===== config.mk =====
export PLATFORM = sky130hd
export DESIGN_NAME = sadc_core
export DESIGN_NICKNAME = d
export VERILOG_FILES = /design/src/shared/sadc_pkg.sv /design/src/hw/sadc_core.sv /design/src/hw/sadc_sync.sv
export VERILOG_INCLUDE_DIRS = /design/src /design/src/shared
export SDC_FILE = /design/constraint.sdc
export NUM_CORES = 1
export LEC_CHECK = 0
export BUFFER_PORTS_ARGS = -buffer_cell sky130_fd_sc_hd__buf_2
export CAP_MARGIN = 20
export CORE_AREA = 5 5 86 88
export CTS_CLUSTER_SIZE = 16
export DETAILED_ROUTE_END_ITERATION = 6
export DIE_AREA = 0 0 91 93
export HOLD_SLACK_MARGIN = 0.05
export PLACE_DENSITY = 0.74
export SYNTH_ARGS = -nofsm -noshare
export SYNTH_HDL_FRONTEND = slang
export SYNTH_SLANG_ARGS = --single-unit

===== constraint.sdc =====
create_clock -name clock_i -period 4.6 [get_ports clock_i]
set_clock_uncertainty 0.2 [all_clocks]
set_input_delay 0.46 -clock clock_i [delete_from_list [all_inputs] [get_ports clock_i]]
set_output_delay 0.46 -clock clock_i [all_outputs]
set_load 0.01 [all_outputs]

===== src/shared/sadc_map.svh =====
// Named constants for the serial converter interface.
`ifndef SADC_MAP_SVH
`define SADC_MAP_SVH
`define SADC_DATA_W 8
`define SADC_BIT_CNT_W 4
`define SADC_CTRL_BITS 4'h8
`define SADC_TRACK_BIT 4'h6
`define SADC_STROBE_PERIODS 2'h2
`define SADC_OUT_LAST 4'h7
`define SADC_CONV_CNT_W 16
`define SADC_CLK_PERIOD_NS 10
`define SADC_CONV_TIME_NS 7500
`define SADC_THREE_LEVEL_SHUTDOWN_INPUT_LOW 2'h0
`define SADC_THREE_LEVEL_SHUTDOWN_INPUT_MID 2'h1
`define SADC_THREE_LEVEL_SHUTDOWN_INPUT_HIGH 2'h2
`define SADC_SYNC_W 5
// Synchroniser reset shows chip select high and shutdown floating, so no false shutdown follows.
`define SADC_SYNC_RST 5'h09
`endif


===== src/shared/sadc_pkg.sv =====
// Types shared by the serial converter interface.
`include "sadc_map.svh"
package sadc_pkg;
  typedef enum logic [2:0] {
    SADC_IDLE,
    SADC_EXT_CONV,
    SADC_INT_CONV,
    SADC_SHIFT_OUT
  } sadc_phase_t;

  typedef struct packed {
    sadc_phase_t phase;
    logic [`SADC_BIT_CNT_W-1:0] bit_cnt;
    logic [`SADC_DATA_W-1:0] ctrl_sr;
    logic [`SADC_DATA_W-1:0] res_sr;
    logic [`SADC_BIT_CNT_W-1:0] out_cnt;
    logic [1:0] pulse_cnt;
    logic [`SADC_CONV_CNT_W-1:0] conv_cnt;
    logic sclk_p;
    logic ext_mode;
    logic strobe;
    logic track;
    logic dout;
    logic dout_oe_n;
    logic full_sd;
    logic ref_pd;
    logic [`SADC_DATA_W-1:0] ctrl_byte;
    logic ctrl_valid;
  } sadc_state_t;
endpackage


===== src/hw/sadc_core.sv =====
// Serial interface logic of a multi-channel successive-approximation converter.
`timescale 1ns/1ns
`include "sadc_map.svh"

// Notes on behaviour
// Input bit is taken on each rising serial clock edge.
// Input bits are ignored while chip select is high.
// Output bit changes on each falling serial clock edge.
// Output is released while chip select is high, driven while low.
// Internal clock mode: strobe low during conversion, high when done.
// External clock mode: strobe high two periods before the first result bit.
// External clock mode releases strobe with chip select high; internal always drives.
// Host keeps serial clock duty between 45% and 55% in external mode.
// Shutdown low shuts down everything; floating leaves device working.
// Shutdown high powers down only the reference generator.
// Host waits for strobe rise before clocking results in internal mode.
// Conversion time is conversion clock cycles times clock period.
// Host sends a fresh control byte before every conversion.
// Tracking starts after sixth control bit, hold after eighth, on falling edges.
// Bit counter restarts whenever chip select goes high.
module sadc_core #(
  parameter int CONV_CYCLES = `SADC_CONV_TIME_NS / `SADC_CLK_PERIOD_NS
) (
  input wire logic clock_i,
  input wire logic reset_n_i,
  input wire logic clk_en_i,
  input wire logic cs_n_i,
  input wire logic sclk_i,
  input wire logic din_i,
  input wire logic [1:0] shutdown_level_i,
  input wire logic int_clock_mode_i,
  input wire logic [`SADC_DATA_W-1:0] sample_data_i,
  output logic dout_o,
  output logic dout_oe_n_o,
  output logic conversion_strobe_o,
  output logic conversion_strobe_oe_n_o,
  output logic track_o,
  output logic full_shutdown_o,
  output logic reference_generator_off_o,
  output logic [`SADC_DATA_W-1:0] control_byte_o,
  output logic control_valid_o
);
  import sadc_pkg::*;

  localparam logic [`SADC_CONV_CNT_W-1:0] CONV_LAST = `SADC_CONV_CNT_W'(CONV_CYCLES - 1);

  sadc_state_t s_q;
  sadc_state_t s_d;
  logic [`SADC_SYNC_W-1:0] pins_s;
  logic cs_s;
  logic sclk_s;
  logic din_s;
  logic [1:0] three_level_shutdown_input_s;
  logic rise_w;
  logic fall_w;
  logic int_done_w;
  logic start_w;

  // The shutdown level is sampled bit by bit, so a transition may show one
  // intermediate code for a cycle; the outputs follow it with that lag.
  sadc_sync #(
    .W(`SADC_SYNC_W),
    .RST(`SADC_SYNC_RST)
  ) u_sync (
    .clock_i(clock_i),
    .reset_n_i(reset_n_i),
    .clk_en_i(clk_en_i),
    .async_i({shutdown_level_i, din_i, sclk_i, cs_n_i}),
    .sync_o(pins_s)
  );

  assign cs_s = pins_s[0];
  assign sclk_s = pins_s[1];
  assign din_s = pins_s[2];
  assign three_level_shutdown_input_s = pins_s[4:3];
  assign rise_w = sclk_s & ~s_q.sclk_p;
  assign fall_w = ~sclk_s & s_q.sclk_p;

  always_comb begin
    s_d = s_q;
    int_done_w = 1'b0;
    start_w = 1'b0;
    s_d.sclk_p = sclk_s;
    s_d.dout_oe_n = cs_s;
    s_d.full_sd = (three_level_shutdown_input_s == `SADC_THREE_LEVEL_SHUTDOWN_INPUT_LOW);
    s_d.ref_pd = (three_level_shutdown_input_s == `SADC_THREE_LEVEL_SHUTDOWN_INPUT_HIGH);
    s_d.ctrl_valid = 1'b0;
    unique case (s_q.phase)
      SADC_IDLE, SADC_SHIFT_OUT: begin
        if (rise_w && !cs_s && s_q.bit_cnt < `SADC_CTRL_BITS) begin
          s_d.ctrl_sr = {s_q.ctrl_sr[`SADC_DATA_W-2:0], din_s};
          s_d.bit_cnt = s_q.bit_cnt + 4'h1;
        end
        if (fall_w && s_q.phase == SADC_SHIFT_OUT) begin
          s_d.res_sr = {s_q.res_sr[`SADC_DATA_W-2:0], 1'b0};
          if (s_q.out_cnt < `SADC_OUT_LAST) begin
            s_d.dout = s_q.res_sr[`SADC_DATA_W-2];
            s_d.out_cnt = s_q.out_cnt + 4'h1;
          end else begin
            s_d.dout = 1'b0;
          end
        end
        if (fall_w && !cs_s && s_q.bit_cnt == `SADC_TRACK_BIT) begin
          s_d.track = 1'b1;
        end
        if (fall_w && !cs_s && s_q.bit_cnt == `SADC_CTRL_BITS) begin
          start_w = 1'b1;
          s_d.track = 1'b0;
          s_d.ctrl_byte = s_q.ctrl_sr;
          s_d.bit_cnt = '0;
          s_d.ext_mode = ~int_clock_mode_i;
          s_d.pulse_cnt = '0;
          s_d.conv_cnt = '0;
          if (int_clock_mode_i) begin
            s_d.phase = SADC_INT_CONV;
            s_d.strobe = 1'b0;
          end else begin
            s_d.phase = SADC_EXT_CONV;
            s_d.strobe = 1'b1;
          end
        end
      end
      SADC_EXT_CONV: begin
        // The serial clock paces this phase, so its duty cycle sets the settling margin.
        if (fall_w) begin
          s_d.pulse_cnt = s_q.pulse_cnt + 2'h1;
          if (s_q.pulse_cnt == `SADC_STROBE_PERIODS - 2'h1) begin
            s_d.strobe = 1'b0;
            s_d.res_sr = sample_data_i;
            s_d.dout = sample_data_i[`SADC_DATA_W-1];
            s_d.out_cnt = '0;
            s_d.phase = SADC_SHIFT_OUT;
          end
        end
      end
      SADC_INT_CONV: begin
        s_d.conv_cnt = s_q.conv_cnt + `SADC_CONV_CNT_W'(1);
        if (s_q.conv_cnt == CONV_LAST) begin
          int_done_w = 1'b1;
          s_d.strobe = 1'b1;
          // The first result bit is placed in the same cycle as the strobe rises, so a host
          // that waits for the strobe samples it on its first rising edge.
          s_d.res_sr = sample_data_i;
          s_d.dout = sample_data_i[`SADC_DATA_W-1];
          s_d.out_cnt = '0;
          s_d.bit_cnt = '0;
          s_d.phase = SADC_SHIFT_OUT;
        end
      end
    endcase
    s_d.ctrl_valid = start_w;
    // An internal conversion runs on to its end even if chip select rises.
    if (cs_s && s_q.phase != SADC_INT_CONV) begin
      s_d.phase = SADC_IDLE;
      s_d.bit_cnt = '0;
      s_d.track = 1'b0;
      s_d.strobe = ~s_q.ext_mode;
    end
    if (s_q.full_sd) begin
      s_d.phase = SADC_IDLE;
      s_d.bit_cnt = '0;
      s_d.track = 1'b0;
      s_d.strobe = ~s_q.ext_mode;
    end
  end

  always_ff @(posedge clock_i or negedge reset_n_i) begin
    if (!reset_n_i) begin
      s_q <= '{phase: SADC_IDLE, strobe: 1'b1, dout_oe_n: 1'b1, sclk_p: 1'b0, default: '0};
    end else if (clk_en_i) begin
      s_q <= s_d;
    end
  end

  assign dout_o = s_q.dout;
  assign dout_oe_n_o = s_q.dout_oe_n;
  assign conversion_strobe_o = s_q.strobe;
  assign conversion_strobe_oe_n_o = s_q.ext_mode & cs_s;
  assign track_o = s_q.track;
  assign full_shutdown_o = s_q.full_sd;
  assign reference_generator_off_o = s_q.ref_pd;
  assign control_byte_o = s_q.ctrl_byte;
  assign control_valid_o = s_q.ctrl_valid;

  // Helper: falling edges seen while the external-mode strobe is high.
  logic [1:0] pulse_seen_q;
  always_ff @(posedge clock_i or negedge reset_n_i) begin
    if (!reset_n_i) begin
      pulse_seen_q <= 2'h0;
    end else if (clk_en_i) begin
      if (!s_q.strobe || !s_q.ext_mode) begin
        pulse_seen_q <= 2'h0;
      end else if (fall_w) begin
        pulse_seen_q <= pulse_seen_q + 2'h1;
      end
    end
  end
endmodule


===== src/hw/sadc_sync.sv =====
// Two-stage synchroniser for the pin inputs of the converter interface.
`timescale 1ns/1ns
module sadc_sync #(
  parameter int W = 1,
  parameter logic [W-1:0] RST = '0
) (
  input wire logic clock_i,
  input wire logic reset_n_i,
  input wire logic clk_en_i,
  input wire logic [W-1:0] async_i,
  output logic [W-1:0] sync_o
);
  logic [W-1:0] meta_q;
  logic [W-1:0] sync_q;

  // The first stage feeds only the second stage.
  always_ff @(posedge clock_i or negedge reset_n_i) begin
    if (!reset_n_i) begin
      meta_q <= RST;
      sync_q <= RST;
    end else if (clk_en_i) begin
      meta_q <= async_i;
      sync_q <= meta_q;
    end
  end

  assign sync_o = sync_q;
endmodule


==> impl_results.rst, run 1 <==
.. list-table::
   :header-rows: 1

   * - Metric
     - Value
   * - Worst r2r src
     - s_q[59]
   * - LEAKAGE
     - 1.80 nW
   * - Std cell rows
     - 30
   * - Number of pins exceeding their max-slew limit in the final report
     - 0
   * - Slew margin rel.
     - 0.410
   * - Critical Path Slowest Stage Cell
     - nor2_1
   * - Final Cycle Share
     - 0.628
   * - Length of routed met3 wiring
     - 213 um
   * - Worst path bufs/invs
     - 1
   * - Wire length on met1
     - 3030 um
   * - Final hold viol count
     - 0
   * - H-tree levels
     - 3
   * - CP peak stage delay
     - 0.69 ns
   * - Highest ir drop seen on vdd
     - 0.000420 V
   * - Type of the setup path with the least slack
     - reg2reg
   * - Number of filler instances in the final layout
     - 539
   * - Worst setup timing slack at the placement stage
     - 1.62 ns
   * - Total power of the final layout
     - 1.93 mW
   * - Internal power
     - 1.31 mW
   * - Part of the total power dissipated in the clock network
     - 0.315
   * - Power per standard cell area
     - 492 mW/mm2
   * - Post-route minimum period
     - 2.89 ns
   * - Setup violation total in the final timing report
     - 0
   * - Height of the die
     - 93 um
   * - Layout cell share with drive strength beyond 1
     - 0.268
   * - Count of hold-fix buffers inserted at cts
     - 1
   * - Share of power burned in registers
     - 0.422
   * - Synth area leaders
     - dfrtp_1 46%, mux2_2 9.3%, dfstp_2 4.5%, ha_1 4.3%, o21ai_0 3.4%
   * - Share of async-settable or async-resettable flops after synthesis
     - 1.00
   * - Number of warning messages in the yosys log
     - 0
   * - Initial antenna violation count
     - 0
   * - Mapped Avg Cell Area
     - 11.0 um2
   * - Worst hold path startpoint
     - din_i
   * - Clock tree root driver cell
     - clkbuf_8
   * - Type of the worst min-delay path
     - in2reg
   * - Post-synthesis instance total
     - 321
   * - Antenna viol nets, final
     - 0
   * - Pin count of the biggest net entering global routing
     - 40
   * - Clock tree from TritonCTS
     - built
   * - Final GP Congestion
     - 0.797
   * - Initial core utilization
     - 0.536
   * - Category of cells accounting for the largest share of critical-path delay
     - simple AND/OR/NAND/NOR gates
   * - Max Fanout on Critical Path
     - 23
   * - Total inserted antenna cells
     - 0
   * - Clock sink count
     - 70
   * - Number of distinct library cells after synthesis
     - 55
   * - Cell seen most often among critical-path stages
     - nor2_1
   * - Total half-perimeter wirelength after legalization and detailed placement
     - 4340 um
   * - Count of instances resized after the clock tree is built
     - 0
   * - Most repeated cell in the gate-level netlist after synthesis
     - dfrtp_1
   * - Final net count
     - 375
   * - Ports
     - 33
   * - Combined global-route utilization of all metal layers
     - 0.165
   * - Number of maximum-capacitance constraint violations
     - 0
   * - Die Area
     - 0.00846 mm2
   * - Synthesized netlist net count
     - 350
   * - Unrepaired setup endpoints after global routing
     - false
   * - Top Metal Used
     - met4
   * - Via total after detailed routing
     - 2,408
   * - Number of buffers inserted by port buffering
     - 32
   * - Portion of the post-synthesis area used by sequential elements
     - 0.500
   * - Final cell utilization of the core
     - 0.598
   * - Detailed router's first-iteration violation count
     - 74
   * - Combinational group share of total power
     - 0.263
   * - Reg-to-reg setup timing slack
     - 1.71 ns
   * - Source-to-sink clock delay at the later pin of the worst-skew pair
     - 0.35 ns
   * - Post-synthesis cell area
     - 0.00352 mm2
   * - FF+latch count, synth
     - 70
   * - Outcome
     - finished clean
   * - Hold-critical path depth
     - 2
   * - Clock Path Buffers
     - 2
   * - Worst setup EP type
     - register
   * - Clock-pin slew on the worst setup and hold paths
     - 0.08 ns
   * - Mean routed wirelength per cell
     - 14.7 um
   * - Leading cell types by count after synthesis
     - 64 x dfrtp_1, 29 x mux2_2, 28 x nand2_1
   * - Data required time at the worst endpoint
     - 4.60 ns
   * - Post-synth top area cell
     - dfrtp_1
   * - Slack of the critical path
     - 1.71 ns
   * - Count of cells along the worst register-to-register path
     - 6
   * - Area share of the leading cell type in the synthesized netlist
     - 0.455
   * - Wire length of the first global-routing pass
     - 11,400 um
   * - Layout overhead on the synthesized area
     - 11.7%
   * - Maximum operating frequency
     - 346 MHz
   * - Total Negative Setup Slacks
     - 0 ns
   * - Transition time at the pin with the least slew margin
     - 0.880 ns
   * - Most instantiated flip-flop cell in the synthesis netlist
     - dfrtp_1
   * - Cell-by-cell trace of the critical path
     - inv_1 > ha_1 > nor2b_1 > nand2_1 > nor2_1 > nor2_1
   * - Post-CTS setup buffer count
     - 0
   * - Number of flops mapped to enable cells by yosys
     - 0
   * - Total wire length
     - 6340 um
   * - Core region area
     - 0.00657 mm2
   * - DR pass1 iterations
     - 4
   * - Net switching power of the design
     - 628 uW
   * - Routed length on met2
     - 2950 um
   * - Capture point of the worst reg-to-reg path
     - s_q[31]
   * - Switching power share of the total
     - 0.325
   * - Final routed DRC violation total
     - 0
   * - Die Span X
     - 91 um
   * - Number of global-route vias before repair
     - 2,403
   * - Total grt overflow
     - 0
   * - Average via count per standard cell
     - 5.59
   * - Endpoint arrival time on the critical path
     - 2.89 ns
   * - Worst Hold Path EP
     - u_sync.meta_q[2]
   * - Clock buffers created by TritonCTS
     - 9
   * - Sort of element at the start of the critical path
     - register
power by group through the flow:
stage               logic, mW  registers, mW  clock network, mW
floorplan               0.399          0.808                  0
global placement        0.493          0.819                  0
detailed placement      0.511          0.826                  0
CTS                     0.516          0.816              0.618
global route            0.577          0.837              0.646
finish                  0.509          0.816              0.610
layout by cell type, fill, tap and decap left out, drive strengths merged, types with 3 or more instances in the layout:
cell type,count
dfrtp,64
buf,33
mux2,30
nand2,28
o21ai,28
nor2,18
inv,13
nand3,12
ha,12
xor2,10
clkbuf,9
mux2i,8
nand4,8
a21oi,8
dfstp,6
nand3b,4
or3,4
nor4,4
nor3b,3
a21o,3
and3,3
bufinv,3
or2,3
o31ai,3
worst register-to-register path, stage by stage (launching register included):
cell and delay, ns:
dfrtp_1 0.38, inv_1 0.09, ha_1 0.63, nor2b_1 0.32, nand2_1 0.33, nor2_1 0.69
nor2_1 0.11
worst max path at each step:
stage | cells after the start | startpoint | slack, ns | endpoint
2_1_floorplan | 7 | s_q[18] | 2.33 | conversion_strobe_o
3_3_place_gp | 6 | s_q[59] | 1.75 | s_q[21]
4_1_cts | 6 | s_q[59] | 1.62 | s_q[22]
6_report | 6 | s_q[59] | 1.71 | s_q[31]
5_1_grt | 6 | s_q[60] | 1.35 | s_q[22]
3_5_place_dp | 6 | s_q[59] | 1.62 | s_q[22]
state kept, by name, indices dropped and copies added, names as in the netlist:
name	count
dout_o	1
full_shutdown_o	1
reference_generator_off_o	1
conversion_strobe_o	1
control_valid_o	1
track_o	1
u_sync.sync_o	5
dout_oe_n_o	1
control_byte_o	8
u_sync.meta_q	5
s_q	45
metrics by stage:
stage	instance area [um2]	std cells	hold WS, ns
final	3930	431	0.138
after detailed placement	3670	414	0.272
after CTS	3930	431	0.132
after global routing	3930	431	0.138
after global placement	3670	414	0.263
after floorplan	3520	321	-0.0356
cell families after synthesis:
logic type,share of synthesized area
AND/OR/NAND/NOR,0.166
flip-flops,0.500
AO/OA/AOI/OAI,0.102
multiplexers,0.119
buffers and inverters,0.0434
adder cells (fa/ha/maj),0.0427
XOR/XNOR,0.0274
final cells by class:
class	count	area (um2)	share of cell area
multi-input cells	220	1610	0.409
repair buffers	34	178	0.0452
flip-flops and latches	70	1760	0.448
clock buffers	9	124	0.0315
inverters	11	41.3	0.0105
clock inverters	7	120	0.0306
well taps	80	100	0.0255
metal layers:
metal | GRT usage | up-vias
li1 | - | 1188
met1 | 0.224 | 1171
met2 | 0.255 | 35
met3 | 0.0330 | 14
met4 | 0.0782 | 0
met5 | 0 | -
No activity file was read; power rests on OpenSTA's default activity.
==> run 2: changes to the inputs <==
- clock period: 4.6 -> 2.87 ns (I/O delays scaled with it)
==> run 2 against run 1 <==
Effect of this change:
- first-iteration DRC count up 65%
- sequential share of layout area fell by 1.7 points
- register-to-register slack lost 1.4 ns
- largest power group unchanged
==> impl_results.rst, run 2 (same netlist as run 1, synthesis figures left out) <==
.. list-table::
   :header-rows: 1

   * - Metric
     - Value
   * - Layout cell share with drive strength beyond 1
     - 0.275 (was 0.268)
   * - Clock Path Buffers
     - 2 (unchanged)
   * - Worst setup EP type
     - register (unchanged)
   * - Unrepaired setup endpoints after global routing
     - false (unchanged)
   * - Pin count of the biggest net entering global routing
     - 38 (was 40)
   * - Storage cell area
     - 0.00176 mm2 (unchanged)
   * - Slew margin rel.
     - 0.473 (was 0.410)
   * - Type of the worst min-delay path
     - in2reg (unchanged)
   * - LEAKAGE
     - 1.88 nW (was 1.80 nW)
   * - Endpoint arrival time on the critical path
     - 2.64 ns (was 2.89 ns)
   * - Total area of multi-input combinational cells
     - 0.00161 mm2 (unchanged)
   * - Transition time at the pin with the least slew margin
     - 0.790 ns (was 0.880 ns)
   * - Slack of the critical path
     - 0.289 ns (was 1.71 ns)
   * - Antenna viol nets, final
     - 0 (unchanged)
   * - Clock-pin slew on the worst setup and hold paths
     - 0.08 ns (about the same)
   * - Final Cycle Share
     - 0.899 (was 0.628)
   * - Power per standard cell area
     - 734 mW/mm2 (was 492 mW/mm2)
   * - Number of filler instances in the final layout
     - 534 (was 539)
   * - Sort of element at the start of the critical path
     - register (unchanged)
   * - Via total after detailed routing
     - 2,511 (was 2,408)
   * - DR pass1 iterations
     - 4 (unchanged)
   * - Source-to-sink clock delay at the later pin of the worst-skew pair
     - 0.34 ns (was 0.35 ns)
   * - H-tree levels
     - 3 (unchanged)
   * - Total inserted antenna cells
     - 0 (unchanged)
   * - Number of buffers inserted by port buffering
     - 32 (unchanged)
   * - Detailed router's first-iteration violation count
     - 122 (was 74)
   * - Worst setup timing slack at the placement stage
     - 0.262 ns (was 1.62 ns)
   * - Ports
     - 33 (unchanged)
   * - Clock buffers created by TritonCTS
     - 9 (unchanged)
   * - Total wire length
     - 6590 um (was 6340 um)
   * - Worst hold margin
     - 0.0560 ns (was 0.138 ns)
   * - Largest register FFs
     - 45 (unchanged)
   * - Initial core utilization
     - 0.536 (unchanged)
   * - Total Negative Setup Slacks
     - 0 ns (unchanged)
   * - Clock tree root driver cell
     - clkbuf_8 (unchanged)
   * - Post-route minimum period
     - 2.58 ns (was 2.89 ns)
   * - Outcome
     - finished clean (unchanged)
   * - Post-placement cell count
     - 422 (was 414)
   * - Height of the die
     - 93 um (unchanged)
   * - Die Span X
     - 91 um (unchanged)
   * - Clock sink count
     - 70 (unchanged)
   * - Wire length of the first global-routing pass
     - 11,600 um (was 11,400 um)
   * - Layout overhead on the synthesized area
     - 16.0% (was 11.7%)
   * - Final net count
     - 395 (was 375)
   * - Final hold viol count
     - 0 (unchanged)
   * - Clock tree from TritonCTS
     - built (unchanged)
   * - Number of maximum-capacitance constraint violations
     - 0 (unchanged)
   * - Data required time at the worst endpoint
     - 2.93 ns (was 4.60 ns)
   * - Final routed DRC violation total
     - 0 (unchanged)
   * - Most frequent cells in the layout
     - 64 x dfrtp_1, 32 x buf_2, 29 x mux2_2 (unchanged)
   * - Core region area
     - 0.00657 mm2 (unchanged)
   * - Register bank with the most flops
     - s_q (unchanged)
   * - Total half-perimeter wirelength after legalization and detailed placement
     - 4530 um (was 4340 um)
   * - Most common library cell in the layout ignoring fill and taps
     - dfrtp_1 (unchanged)
   * - Std cell rows
     - 30 (unchanged)
   * - Setup violation total in the final timing report
     - 0 (unchanged)
   * - Average via count per standard cell
     - 5.57 (was 5.59)
   * - Combined global-route utilization of all metal layers
     - 0.167 (was 0.165)
   * - Total power of the final layout
     - 3.00 mW (was 1.93 mW)
   * - Number of pins exceeding their max-slew limit in the final report
     - 0 (unchanged)
   * - Final GP Congestion
     - 0.826 (was 0.797)
   * - Number of global-route vias before repair
     - 2,494 (was 2,403)
   * - Post-CTS setup buffer count
     - 0 (unchanged)
   * - Final instance count without filler cells
     - 451 (was 431)
   * - Initial antenna violation count
     - 0 (unchanged)
   * - Die Area
     - 0.00846 mm2 (unchanged)
   * - Max Fanout on Critical Path
     - 16 (was 23)
   * - Mean routed wirelength per cell
     - 14.6 um (was 14.7 um)
   * - Total grt overflow
     - 0 (unchanged)
   * - Type of the setup path with the least slack
     - reg2reg (unchanged)
   * - Highest ir drop seen on vdd
     - 0.000373 V (was 0.000420 V)
   * - Maximum operating frequency
     - 387 MHz (was 346 MHz)
## run 2: changes by cell type in the layout (fill, tap and decap cells not counted), sizes merged
cell	previous run	this run
clkinv	1	3
dlygate4sd3	1	13
buf	33	41
bufinv	3	1
## run 2: stage by stage
stage          cell area [um2]   util
5_1_grt                   4080  0.622
4_1_cts                   4080  0.622
6_report                  4080  0.622
3_3_place_gp              3750  0.570
2_1_floorplan             3520      -
3_5_place_dp              3750  0.570
## run 2: power breakdown
part           total (mW)  internal [mW]  leakage [nW]  switching, mW
sequential           1.31           1.17         0.915          0.141
clock               0.818          0.412         0.100          0.406
combinational       0.874          0.390         0.863          0.484
total                3.00           1.97          1.88           1.03
## run 2: routing by layer
metal  GRT usage  part of all wire  vias to the layer above  wire length [um]
li1            -                 -                     1227                 -
met1       0.223              0.47                     1216              3080
met2       0.268              0.47                       58              3120
met3      0.0378             0.045                       10               298
met4      0.0611             0.014                        0                95
met5           0                 0                        -                 0
## run 2: critical path, stage by stage, from the launching register on
cell       delay, ns
dfrtp_1         0.42
inv_1           0.07
ha_1            0.13
or4b_4          0.47
nor4_4          0.36
o2111ai_2       0.36
buf_4           0.30
o21ai_0         0.18
## run 2: final cells by class
class                      count  share of cell area
tap                           80              0.0245
clock inverter                 7              0.0199
inverter                      11              0.0101
multi-input combinational    220               0.394
timing repair buffer          54              0.0907
clock buffer                   9              0.0303
sequential                    70               0.431
## run 2: repair_timing
| action | 4_1_cts | 5_1_grt |
|---|---|---|
| hold buffers | 13 | 0 |
| gates resized for setup | 0 | 0 |
| endpoints found under the hold margin | 42 | 0 |
## run 2: path summary, 6_finish.rpt
check                                  from             endpoint  slack, ns  cells after the start
setup / recovery                    s_q[18]              s_q[42]       0.29                      7
hold / removal             sample_data_i[1]              s_q[40]       0.06                      3
setup reg to reg                    s_q[18]              s_q[42]       0.29                      7
hold reg to reg                     s_q[41]              s_q[41]       0.29                      2
max in group asynchronous         reset_n_i  conversion_strobe_o       1.39                      3
min in group asynchronous         reset_n_i              s_q[56]       0.36                      2
